## src/dlr_pkg.sv

```systemverilog
// Package of constants for the debug link response builder
`default_nettype none
package dlr_pkg;
  localparam logic [7:0] SYNC_BYTE = 8'h55;
  localparam logic [7:0] RSP_READ_DATA = 8'hC1;
  localparam logic [7:0] RSP_ACCESS_STATUS = 8'hC2;
  localparam logic [7:0] RSP_BAUD_RATE = 8'hC3;
  localparam logic [7:0] RSP_STATUS_REPORT = 8'hC4;
  localparam logic [7:0] RSP_BUS_SPEED = 8'hC5;
  localparam logic [7:0] ST_OK = 8'h00;
  localparam logic [7:0] ST_BUSY = 8'h01;
  localparam logic [7:0] ST_BUS_ERROR = 8'h02;
  localparam logic [15:0] TRAILER_LEN = 16'h0003;
  localparam logic [15:0] STATUS_REPORT_LEN = 16'h0002;
  localparam int BIT_PROTECTED = 8;
  localparam int BIT_BUS_BUSY = 7;
  localparam int BIT_ERASE_ON = 6;
  localparam int BIT_CPU_HALTED = 5;
  localparam int BIT_RESET_BY_LINK = 0;
  localparam logic [15:0] CRC_POLY = 16'h1021;
  localparam logic [15:0] CRC_INIT = 16'hFFFF;
  localparam int BAUD_WIDTH = 16;
  localparam int CYCLE_WIDTH = 16;
  // Frame sequencer states, Gray coded along the usual path
  typedef enum logic [3:0] {
    DLR_IDLE = 4'h0,
    DLR_SYNC = 4'h1,
    DLR_CODE = 4'h3,
    DLR_LEN_HI = 4'h2,
    DLR_LEN_LO = 4'h6,
    DLR_PAYLOAD = 4'h7,
    DLR_TRAILER = 4'h5,
    DLR_CRC_HI = 4'h4,
    DLR_CRC_LO = 4'hC
  } dlr_state_type;
  // Reply kinds requested by the command side
  typedef enum logic [2:0] {
    DLR_K_READ = 3'h0,
    DLR_K_WRITE = 3'h1,
    DLR_K_BAUD = 3'h2,
    DLR_K_STATUS = 3'h3,
    DLR_K_SPEED = 3'h4
  } dlr_kind_type;
endpackage : dlr_pkg
`default_nettype wire

```

## src/dlr_byte_if.sv

```systemverilog
// Interface carrying reply bytes from sequencer to CRC unit
`default_nettype none
interface dlr_byte_if;
  logic start;
  logic valid;
  logic [7:0] data;
  logic [15:0] crc;
  modport seq (output start, output valid, output data, input crc);
  modport crc_unit (input start, input valid, input data, output crc);
endinterface : dlr_byte_if
`default_nettype wire

```

## src/dlr_crc16.sv

```systemverilog
// CRC accumulator over the bytes of one reply frame
`default_nettype none
module dlr_crc16 #(
  parameter logic [15:0] POLY = dlr_pkg::CRC_POLY,
  parameter logic [15:0] INIT = dlr_pkg::CRC_INIT
) (
  input wire logic clock_in,
  input wire logic sys_rst_in,
  dlr_byte_if.crc_unit bus
);
  logic [15:0] crc_r;
  logic [15:0] crc_nxt;

  // One byte of MSB-first CRC update
  always_comb
  begin
    crc_nxt = crc_r ^ {bus.data, 8'h00};
    for (int i = 0; i < 8; i++)
    begin
      if (crc_nxt[15])
        crc_nxt = {crc_nxt[14:0], 1'b0} ^ POLY;
      else
        crc_nxt = {crc_nxt[14:0], 1'b0};
    end
  end

  // Restart at frame start, fold in each valid byte
  always_ff @(posedge clock_in or posedge sys_rst_in)
  begin
    if (sys_rst_in)
      crc_r <= 16'hFFFF;
    else if (bus.start)
      crc_r <= INIT;
    else if (bus.valid)
      crc_r <= crc_nxt;
  end

  assign bus.crc = crc_r;
endmodule : dlr_crc16
`default_nettype wire

```

## src/dlr_response_builder.sv

```systemverilog
// Reply frame builder of the debug link unit reporting access limits
// Contract
// - Frame is sync 0x55, code, 16-bit length MSB first, payload, CRC.
// - Memory read answers code 0xC1, data then status and 2-byte count.
// - Read status byte 0x00 ok, 0x01 busy, 0x02 wrong address.
// - Read count gives bytes left at error, zero on success.
// - Failed read still sends full data field with filler bytes.
// - Status 0x00 means all data valid; master trusts only that.
// - Every memory write is answered with access status code 0xC2.
// - Error while receiving read address gives access status reply.
// - Access status payload is status byte and 2-byte count.
// - Rate query answered with code 0xC3 and current baud setting.
// - Status report code 0xC4, two bytes, reserved bits zero.
// - Bit 8 shows flash protection, reads one during reset.
// - Bit 7 shows internal bus still busy with earlier transfer.
// - Bit 6 shows full-chip erase still in progress.
// - Bit 5 shows processor halted, reads zero during reset.
// - Bit 0 shows link unit reset the processor.
// - Bus-speed report code 0xC5 carries round-trip cycle count.
// - Programmed security fuse restricts memory read and write; here it is only reported on access_restricted_out.
// - Full access returns only after link chip erase clears fuse.
// - Flash controller in static reset counts as fuse programmed.
`default_nettype none
module dlr_response_builder #(
  parameter int BAUD_W = dlr_pkg::BAUD_WIDTH,
  parameter int CYCLE_W = dlr_pkg::CYCLE_WIDTH
) (
  input wire logic clock_in,
  input wire logic sys_rst_in,
  // Reply request from the command side
  input wire logic req_in,
  input wire dlr_pkg::dlr_kind_type kind_in,
  input wire logic [15:0] read_len_in,
  input wire logic addr_error_in,
  input wire logic [7:0] addr_status_in,
  input wire logic [15:0] write_count_in,
  input wire logic [7:0] write_status_in,
  output logic busy_out,
  output logic done_out,
  // Read data supplied by the internal bus side
  input wire logic rd_valid_in,
  input wire logic [7:0] rd_data_in,
  input wire logic rd_error_in,
  input wire logic [7:0] rd_status_in,
  output logic rd_ready_out,
  // Byte stream toward the pin transmitter
  output logic [7:0] tx_data_out,
  output logic tx_valid_out,
  input wire logic tx_ready_in,
  // Live status inputs
  input wire logic [BAUD_W-1:0] baud_in,
  input wire logic [CYCLE_W-1:0] cycle_value_in,
  input wire logic fuse_programmed_in,
  input wire logic flash_static_reset_in,
  input wire logic chip_erase_busy_in,
  input wire logic bus_busy_in,
  input wire logic cpu_halted_in,
  input wire logic cpu_in_reset_in,
  input wire logic link_reset_cpu_in,
  output logic access_restricted_out
);
  // ********************************************
  // Declarations
  // ********************************************
  // Whole bytes needed for the baud and cycle payloads
  localparam int BAUD_BYTES = (BAUD_W + 7) / 8;
  localparam int CYC_BYTES = (CYCLE_W + 7) / 8;
  // Frame registers and combinational signals
  dlr_pkg::dlr_state_type state_r;
  dlr_pkg::dlr_kind_type kind_r;
  logic [7:0] code_r;
  logic [15:0] len_r;
  logic [15:0] data_left_r;
  logic [1:0] trail_idx_r;
  logic read_fail;
  logic [7:0] status_r;
  logic [15:0] count_r;
  logic failed_r;
  logic [47:0] fixed_r;
  logic [7:0] byte_mux;
  logic step;
  logic [15:0] status_word;
  logic restricted;
  dlr_byte_if crc_bus ();

  // ********************************************
  // Security and live status
  // ********************************************
  // Static reset of the flash controller reads as programmed fuse
  assign restricted = fuse_programmed_in | flash_static_reset_in;
  // Blocking itself is left to the command side; this only reports it
  // Fuse input only drops after link chip erase clears it
  assign access_restricted_out = restricted;

  // Two status bytes, reserved bits held at zero
  always_comb
  begin
    status_word = 16'h0000;
    status_word[dlr_pkg::BIT_PROTECTED] = restricted | cpu_in_reset_in;
    status_word[dlr_pkg::BIT_BUS_BUSY] = bus_busy_in;
    status_word[dlr_pkg::BIT_ERASE_ON] = chip_erase_busy_in;
    status_word[dlr_pkg::BIT_CPU_HALTED] = cpu_halted_in & ~cpu_in_reset_in;
    status_word[dlr_pkg::BIT_RESET_BY_LINK] = link_reset_cpu_in;
  end

  // ********************************************
  // Byte selection
  // ********************************************
  // Byte currently offered to the transmitter
  always_comb
  begin
    byte_mux = 8'h00;
    case (state_r)
      dlr_pkg::DLR_SYNC: byte_mux = dlr_pkg::SYNC_BYTE;
      dlr_pkg::DLR_CODE: byte_mux = code_r;
      dlr_pkg::DLR_LEN_HI: byte_mux = len_r[15:8];
      dlr_pkg::DLR_LEN_LO: byte_mux = len_r[7:0];
      dlr_pkg::DLR_PAYLOAD:
        // The failing byte itself already goes out as filler
        if (kind_r == dlr_pkg::DLR_K_READ)
          byte_mux = (failed_r || read_fail) ? 8'h00 : rd_data_in;
        else
          byte_mux = fixed_r[47:40];
      dlr_pkg::DLR_TRAILER:
        if (trail_idx_r == 2'h0)
          byte_mux = status_r;
        else if (trail_idx_r == 2'h1)
          byte_mux = count_r[15:8];
        else
          byte_mux = count_r[7:0];
      dlr_pkg::DLR_CRC_HI: byte_mux = crc_bus.crc[15:8];
      dlr_pkg::DLR_CRC_LO: byte_mux = crc_bus.crc[7:0];
      default: byte_mux = 8'h00;
    endcase
  end

  // Read data only taken while live bytes are still expected and the far side is ready
  assign rd_ready_out = (state_r == dlr_pkg::DLR_PAYLOAD) &&
    (kind_r == dlr_pkg::DLR_K_READ) && !failed_r && tx_ready_in;
  // Error flagged on an offered live read byte
  assign read_fail = (state_r == dlr_pkg::DLR_PAYLOAD) &&
    (kind_r == dlr_pkg::DLR_K_READ) && !failed_r && rd_valid_in &&
    rd_error_in;
  // A live read byte is offered only while the source has one
  assign tx_valid_out = (state_r != dlr_pkg::DLR_IDLE) &&
    !((state_r == dlr_pkg::DLR_PAYLOAD) && (kind_r == dlr_pkg::DLR_K_READ)
      && !failed_r && !rd_valid_in);
  // Byte leaves when the far side takes it
  assign tx_data_out = byte_mux;
  assign step = tx_valid_out && tx_ready_in;
  assign busy_out = (state_r != dlr_pkg::DLR_IDLE);

  // CRC covers every byte from sync through the last payload or trailer byte
  assign crc_bus.start = req_in && (state_r == dlr_pkg::DLR_IDLE);
  assign crc_bus.valid = step && (state_r != dlr_pkg::DLR_CRC_HI) &&
    (state_r != dlr_pkg::DLR_CRC_LO);
  assign crc_bus.data = byte_mux;

  // CRC engine fed from the byte actually offered
  dlr_crc16 u_crc (
    .clock_in(clock_in),
    .sys_rst_in(sys_rst_in),
    .bus(crc_bus.crc_unit)
  );

  // ********************************************
  // Frame setup on request
  // ********************************************
  // Latch reply kind, code, length and fixed payload
  always_ff @(posedge clock_in or posedge sys_rst_in)
  begin
    if (sys_rst_in)
    begin
      kind_r <= dlr_pkg::DLR_K_READ;
      code_r <= 8'h00;
      len_r <= 16'h0000;
      fixed_r <= 48'h000000000000;
    end
    else if (crc_bus.start)
    begin
      kind_r <= kind_in;
      fixed_r <= 48'h000000000000;
      case (kind_in)
        dlr_pkg::DLR_K_READ:
          // Failed address turns the read into an access status reply
          if (addr_error_in)
          begin
            kind_r <= dlr_pkg::DLR_K_WRITE;
            code_r <= dlr_pkg::RSP_ACCESS_STATUS;
            len_r <= dlr_pkg::TRAILER_LEN;
          end
          else
          begin
            code_r <= dlr_pkg::RSP_READ_DATA;
            len_r <= 16'(read_len_in + dlr_pkg::TRAILER_LEN);
          end
        dlr_pkg::DLR_K_WRITE:
        begin
          code_r <= dlr_pkg::RSP_ACCESS_STATUS;
          len_r <= dlr_pkg::TRAILER_LEN;
        end
        dlr_pkg::DLR_K_BAUD:
        begin
          code_r <= dlr_pkg::RSP_BAUD_RATE;
          len_r <= 16'(BAUD_BYTES);
          fixed_r <= 48'(baud_in) << (48 - 8 * BAUD_BYTES);
        end
        dlr_pkg::DLR_K_STATUS:
        begin
          code_r <= dlr_pkg::RSP_STATUS_REPORT;
          len_r <= dlr_pkg::STATUS_REPORT_LEN;
          fixed_r <= {status_word, 32'h00000000};
        end
        default:
        begin
          code_r <= dlr_pkg::RSP_BUS_SPEED;
          len_r <= 16'(CYC_BYTES);
          fixed_r <= 48'(cycle_value_in) << (48 - 8 * CYC_BYTES);
        end
      endcase
    end
    else if (step && (state_r == dlr_pkg::DLR_PAYLOAD))
      fixed_r <= {fixed_r[39:0], 8'h00};
  end

  // ********************************************
  // Outcome tracking
  // ********************************************
  // Status and remaining count; first error is kept
  always_ff @(posedge clock_in or posedge sys_rst_in)
  begin
    if (sys_rst_in)
    begin
      status_r <= 8'h00;
      count_r <= 16'h0000;
      failed_r <= 1'b0;
    end
    else if (crc_bus.start)
    begin
      failed_r <= 1'b0;
      if (kind_in == dlr_pkg::DLR_K_READ && addr_error_in)
      begin
        status_r <= addr_status_in;
        count_r <= 16'h0000;
      end
      else if (kind_in == dlr_pkg::DLR_K_WRITE)
      begin
        // Write outcome is passed on as given
        status_r <= write_status_in;
        count_r <= write_count_in;
      end
      else
      begin
        status_r <= dlr_pkg::ST_OK;
        count_r <= 16'h0000;
      end
    end
    else if (read_fail)
    begin
      failed_r <= 1'b1;
      status_r <= rd_status_in;
      // Count covers the failing byte, the data bytes after it and the three trailer bytes
      count_r <= 16'(data_left_r + dlr_pkg::TRAILER_LEN);
    end
  end

  // ********************************************
  // Frame sequencer
  // ********************************************
  // Walk sync, code, length, payload, trailer and CRC
  always_ff @(posedge clock_in or posedge sys_rst_in)
  begin
    if (sys_rst_in)
    begin
      state_r <= dlr_pkg::DLR_IDLE;
      data_left_r <= 16'h0000;
      trail_idx_r <= 2'h0;
    end
    else if (crc_bus.start)
    begin
      state_r <= dlr_pkg::DLR_SYNC;
      trail_idx_r <= 2'h0;
      // Payload bytes per reply kind
      if (kind_in == dlr_pkg::DLR_K_READ && !addr_error_in)
        data_left_r <= read_len_in;
      else if (kind_in == dlr_pkg::DLR_K_BAUD)
        data_left_r <= 16'(BAUD_BYTES);
      else if (kind_in == dlr_pkg::DLR_K_SPEED)
        data_left_r <= 16'(CYC_BYTES);
      else if (kind_in == dlr_pkg::DLR_K_STATUS)
        data_left_r <= dlr_pkg::STATUS_REPORT_LEN;
      else
        data_left_r <= 16'h0000;
    end
    else if (step)
    begin
      case (state_r)
        dlr_pkg::DLR_SYNC: state_r <= dlr_pkg::DLR_CODE;
        dlr_pkg::DLR_CODE: state_r <= dlr_pkg::DLR_LEN_HI;
        dlr_pkg::DLR_LEN_HI: state_r <= dlr_pkg::DLR_LEN_LO;
        dlr_pkg::DLR_LEN_LO:
          // Empty payload goes straight to trailer or CRC
          if (data_left_r != 16'h0000)
            state_r <= dlr_pkg::DLR_PAYLOAD;
          else if (kind_r == dlr_pkg::DLR_K_READ ||
            kind_r == dlr_pkg::DLR_K_WRITE)
            state_r <= dlr_pkg::DLR_TRAILER;
          else
            state_r <= dlr_pkg::DLR_CRC_HI;
        dlr_pkg::DLR_PAYLOAD:
        begin
          data_left_r <= data_left_r - 16'h0001;
          if (data_left_r == 16'h0001)
            state_r <= (kind_r == dlr_pkg::DLR_K_READ) ?
              dlr_pkg::DLR_TRAILER : dlr_pkg::DLR_CRC_HI;
        end
        dlr_pkg::DLR_TRAILER:
        begin
          // Status, count high, count low
          trail_idx_r <= trail_idx_r + 2'h1;
          if (trail_idx_r == 2'h2)
            state_r <= dlr_pkg::DLR_CRC_HI;
        end
        dlr_pkg::DLR_CRC_HI: state_r <= dlr_pkg::DLR_CRC_LO;
        default: state_r <= dlr_pkg::DLR_IDLE;
      endcase
    end
  end

  // ********************************************
  // Reply completion
  // ********************************************
  // One-cycle pulse in the cycle after the last CRC byte is taken
  always_ff @(posedge clock_in or posedge sys_rst_in)
  begin
    if (sys_rst_in)
      done_out <= 1'b0;
    else
      done_out <= step && (state_r == dlr_pkg::DLR_CRC_LO);
  end
endmodule : dlr_response_builder
`default_nettype wire

```

## config.mk

```make
export PLATFORM = sky130hd
export DESIGN_NAME = dlr_response_builder
export DESIGN_NICKNAME = d
export VERILOG_FILES = /design/src/dlr_pkg.sv /design/src/dlr_byte_if.sv /design/src/dlr_crc16.sv /design/src/dlr_response_builder.sv
export SDC_FILE = /design/constraint.sdc
export NUM_CORES = 1
export LEC_CHECK = 0
export BUFFER_PORTS_ARGS = -buffer_cell sky130_fd_sc_hd__buf_2
export CORE_UTILIZATION = 30
export DETAILED_ROUTE_END_ITERATION = 10
export HOLD_SLACK_MARGIN = 0.05
export PLACE_DENSITY_LB_ADDON = 0.15
export SLEW_MARGIN = 15
export SYNTH_ARGS = -nofsm -noshare
export SYNTH_HDL_FRONTEND = slang
export SYNTH_HIERARCHICAL = 1
export SYNTH_SLANG_ARGS = --single-unit
```

## constraint.sdc

```tcl
create_clock -name clock_in -period 3.4 [get_ports clock_in]
set_input_delay 0.51 -clock clock_in [delete_from_list [all_inputs] [get_ports clock_in]]
set_output_delay 0.51 -clock clock_in [all_outputs]
set_load 0.02 [all_outputs]
```

==> metrics.yaml <==
critical_path:
  start_kind: "flip-flop"
  cp_data_arrival_time_ps: 2660
  path_class: "flip-flop to output port"
  crit_required_ps: 2890
  end_kind: "output port"
  rrSetupSlack_ps: 410
  crit_cells: 7
  path_buf_inv: 2
  reg2reg_depth: 9
  cp_cell_sequence: "inv_1 > ha_1 > mux2i_1 > o21ai_0 > a31oi_1 > o221ai_1 > buf_2"
  worst_path_largest_cell_delay_ps: 460
  cpMaxStageDelayCell: "o221ai_1"
  worst-path-max-fanout: 8
  critPathTopFamily: "compound AO/OA/AOI/OAI gates"
clock_tree:
  holdBufCountCts: 0
  post_cts_buffers: 0
  numCtsBuffers: 9
  clkLatencyLatePin_ps: 360
  clockBufferDepth: 2
  clock-root-buffer: "clkbuf_16"
  postCtsResizedCells: 0
  path_clk_slew_ps: 70
  tritoncts: "yes"
  clock_sink_count: 103
  h-tree-depth: 3
global_route:
  grt.overflow.total: 0
  grt_pass1_wl_mm: 33.2
  antenna_found_initial: 2
  grtUsageTotal: 0.194
  grt_max_degree: 64
  grt_pass1_vias: 5666
power:
  finalPower_mw: 7.18
  power_density_nw_per_um2: 916
  p_leak_nw: 3.40
  ir_drop_uv: 369
cells_and_area:
  final_cells: 1145
  drive_gt1_frac: 0.233
  nNetsFinal: 978
  area_delta_synth_final_pct: 17.8
placement:
  dp.cells: 1128
  routabilityCongestion: 0.833
  place_hpwl_mm: 16.2
  port_buffers: 125
logic_synthesis:
  synthTopCellsByCount: "nand2_1 (117), dfrtp_1 (87), o21ai_0 (67)"
  synth_most_common_cell: "nand2_1"
  yosysWarningCount: 6
  synth_seq_area_share: 0.390
  postSynthNetCount: 887
  synth_edf_count: 0
  synth_area_leader_cell: "dfrtp_1"
  ys_seq_elements: 103
  yosysUniqueCellTypes: 67
  yosys-top-cells-area: "dfrtp_1 (33%), nand2_1 (6.6%), dfstp_2 (6.3%)"
  synth_ff_type: "dfrtp_1"
  synthesis.area_um2: 6650
  syn_inst: 768
  async_flop_share: 1.00
  synth_top_area_share: 0.327
  synth.avg_cell_area_um2: 8.66
min_path:
  holdCritPathClass: "input pin to async pin"
die:
  dieArea_um2: 22800
  dieHeight_um: 151
  die_w_um: 151
  io_pins: 126
  start_util: 0.306
  placement_rows: 54
  core_area_um2: 21800
timing:
  hold_violations: 0
  slew_headroom: 0.330
  fin_skew_ps: 13.8
  fin_tns_setup_ps: 0
  fmax_ghz: 0.315
  setup_viol: 0
  fin_crit_sh: 0.933
  final_max_slew_viol_count: 0
  worst_slew_pin_slew_ps: 1010
  rsz0062_at_grt: "false"
  fin_crit_ps: 3170
detailed_routing:
  via_per_inst: 5.26
  ant_nets: 0
  totalWireLength_mm: 21.6
  firstDrtPassIters: 7
  vias: 6020
  drc: 0
  routedWlPerCell_um: 18.8
  drtIter0Drc: 382
outcome:
  status: "finished, final reports clean"
job:
  maxCapViolations: 0
worst reg2reg max path: cells and delay by family (launching register included):
family,cells,cell delay (ps)
AO/OA/AOI/OAI,3,770
XOR/XNOR,2,780
adder cells (fa/ha/maj),1,440
buffers and inverters,1,80
flip-flops,1,400
multiplexers,1,230
AND/OR/NAND/NOR,1,220
cell usage in the layout, fill, tap and decap left out, drive strengths merged, types with 23 or more instances in the layout:
cell | synthesis | routed
a21oi | 36 | 36
buf | 13 | 146
nand2 | 117 | 117
xor2 | 23 | 23
dfrtp | 87 | 87
a31oi | 25 | 25
nor3 | 25 | 25
nor2 | 45 | 45
o21ai | 74 | 74
xnor2 | 31 | 31
nand3 | 24 | 24
report_power, final:
group          switching (mW)  internal, mW
clock network           0.506         0.652
registers               0.593          1.79
logic                    1.87          1.76
total                    2.97          4.21
registers in the layout (all words and copies together) (netlist names):
name	cells
state_r	4
data_left_r	16
done_out	1
count_r	16
trail_idx_r	2
code_r	4
len_r	16
failed_r	1
kind_r	3
fixed_r	16
status_r	8
u_crc/bus.crc	16
routing by layer:
| layer | GRT usage | vias up | share of wire |
|---|---|---|---|
| met5 | 0 | - | 0.00060 |
| met2 | 0.314 | 148 | 0.48 |
| li1 | - | 2951 | - |
| met1 | 0.271 | 2903 | 0.47 |
| met3 | 0.0310 | 16 | 0.046 |
| met4 | 0.0430 | 2 | 0.0078 |
area by class of cell:
class / count / area, um2
Antenna cell: 1 / 2.50
Clock buffer: 10 / 229
Clock inverter: 6 / 91.3
Fill cell: 2330 / 13900
Inverter: 17 / 65.1
Multi-Input combinational cell: 582 / 3720
Sequential cell: 103 / 2600
Tap cell: 280 / 350
Timing Repair Buffer: 146 / 783
stage by stage:
step	utilization	hold slack (ps)	instance area, um2	setup WS, ps
3_5_place_dp	0.345	470	7510	420
5_1_grt	0.360	331	7840	33.0
2_1_floorplan	-	440	6650	242
4_1_cts	0.360	311	7840	261
6_report	0.360	281	7840	229
3_3_place_gp	0.345	464	7510	446
final timing paths:
kind                                     to                from
setup / recovery             tx_data_out[5]      trail_idx_r[1]
hold / removal                    code_r[2]          sys_rst_in
setup reg to reg           u_crc/bus.crc[7]      trail_idx_r[1]
hold reg to reg                 fixed_r[35]         fixed_r[35]
max in group asynchronous    trail_idx_r[1]          sys_rst_in
min in group clock_in           count_r[11]  write_count_in[11]
cells by family (layout without fill, tap and decap cells):
group                      count (synthesis)  after routing  synth area share
and+or+nand+nor                          275            275             0.197
AOI/OAI and AO/OA                        220            220             0.213
DFF                                      103            103             0.390
buffers and inverters                     83            179            0.0510
xor gates and xnor gates                  63             63             0.109
muxes                                     18             18            0.0280
adders and majority gates                  6              6            0.0113
other                                      0              1                 0
(Power assumes the default switching activity.)
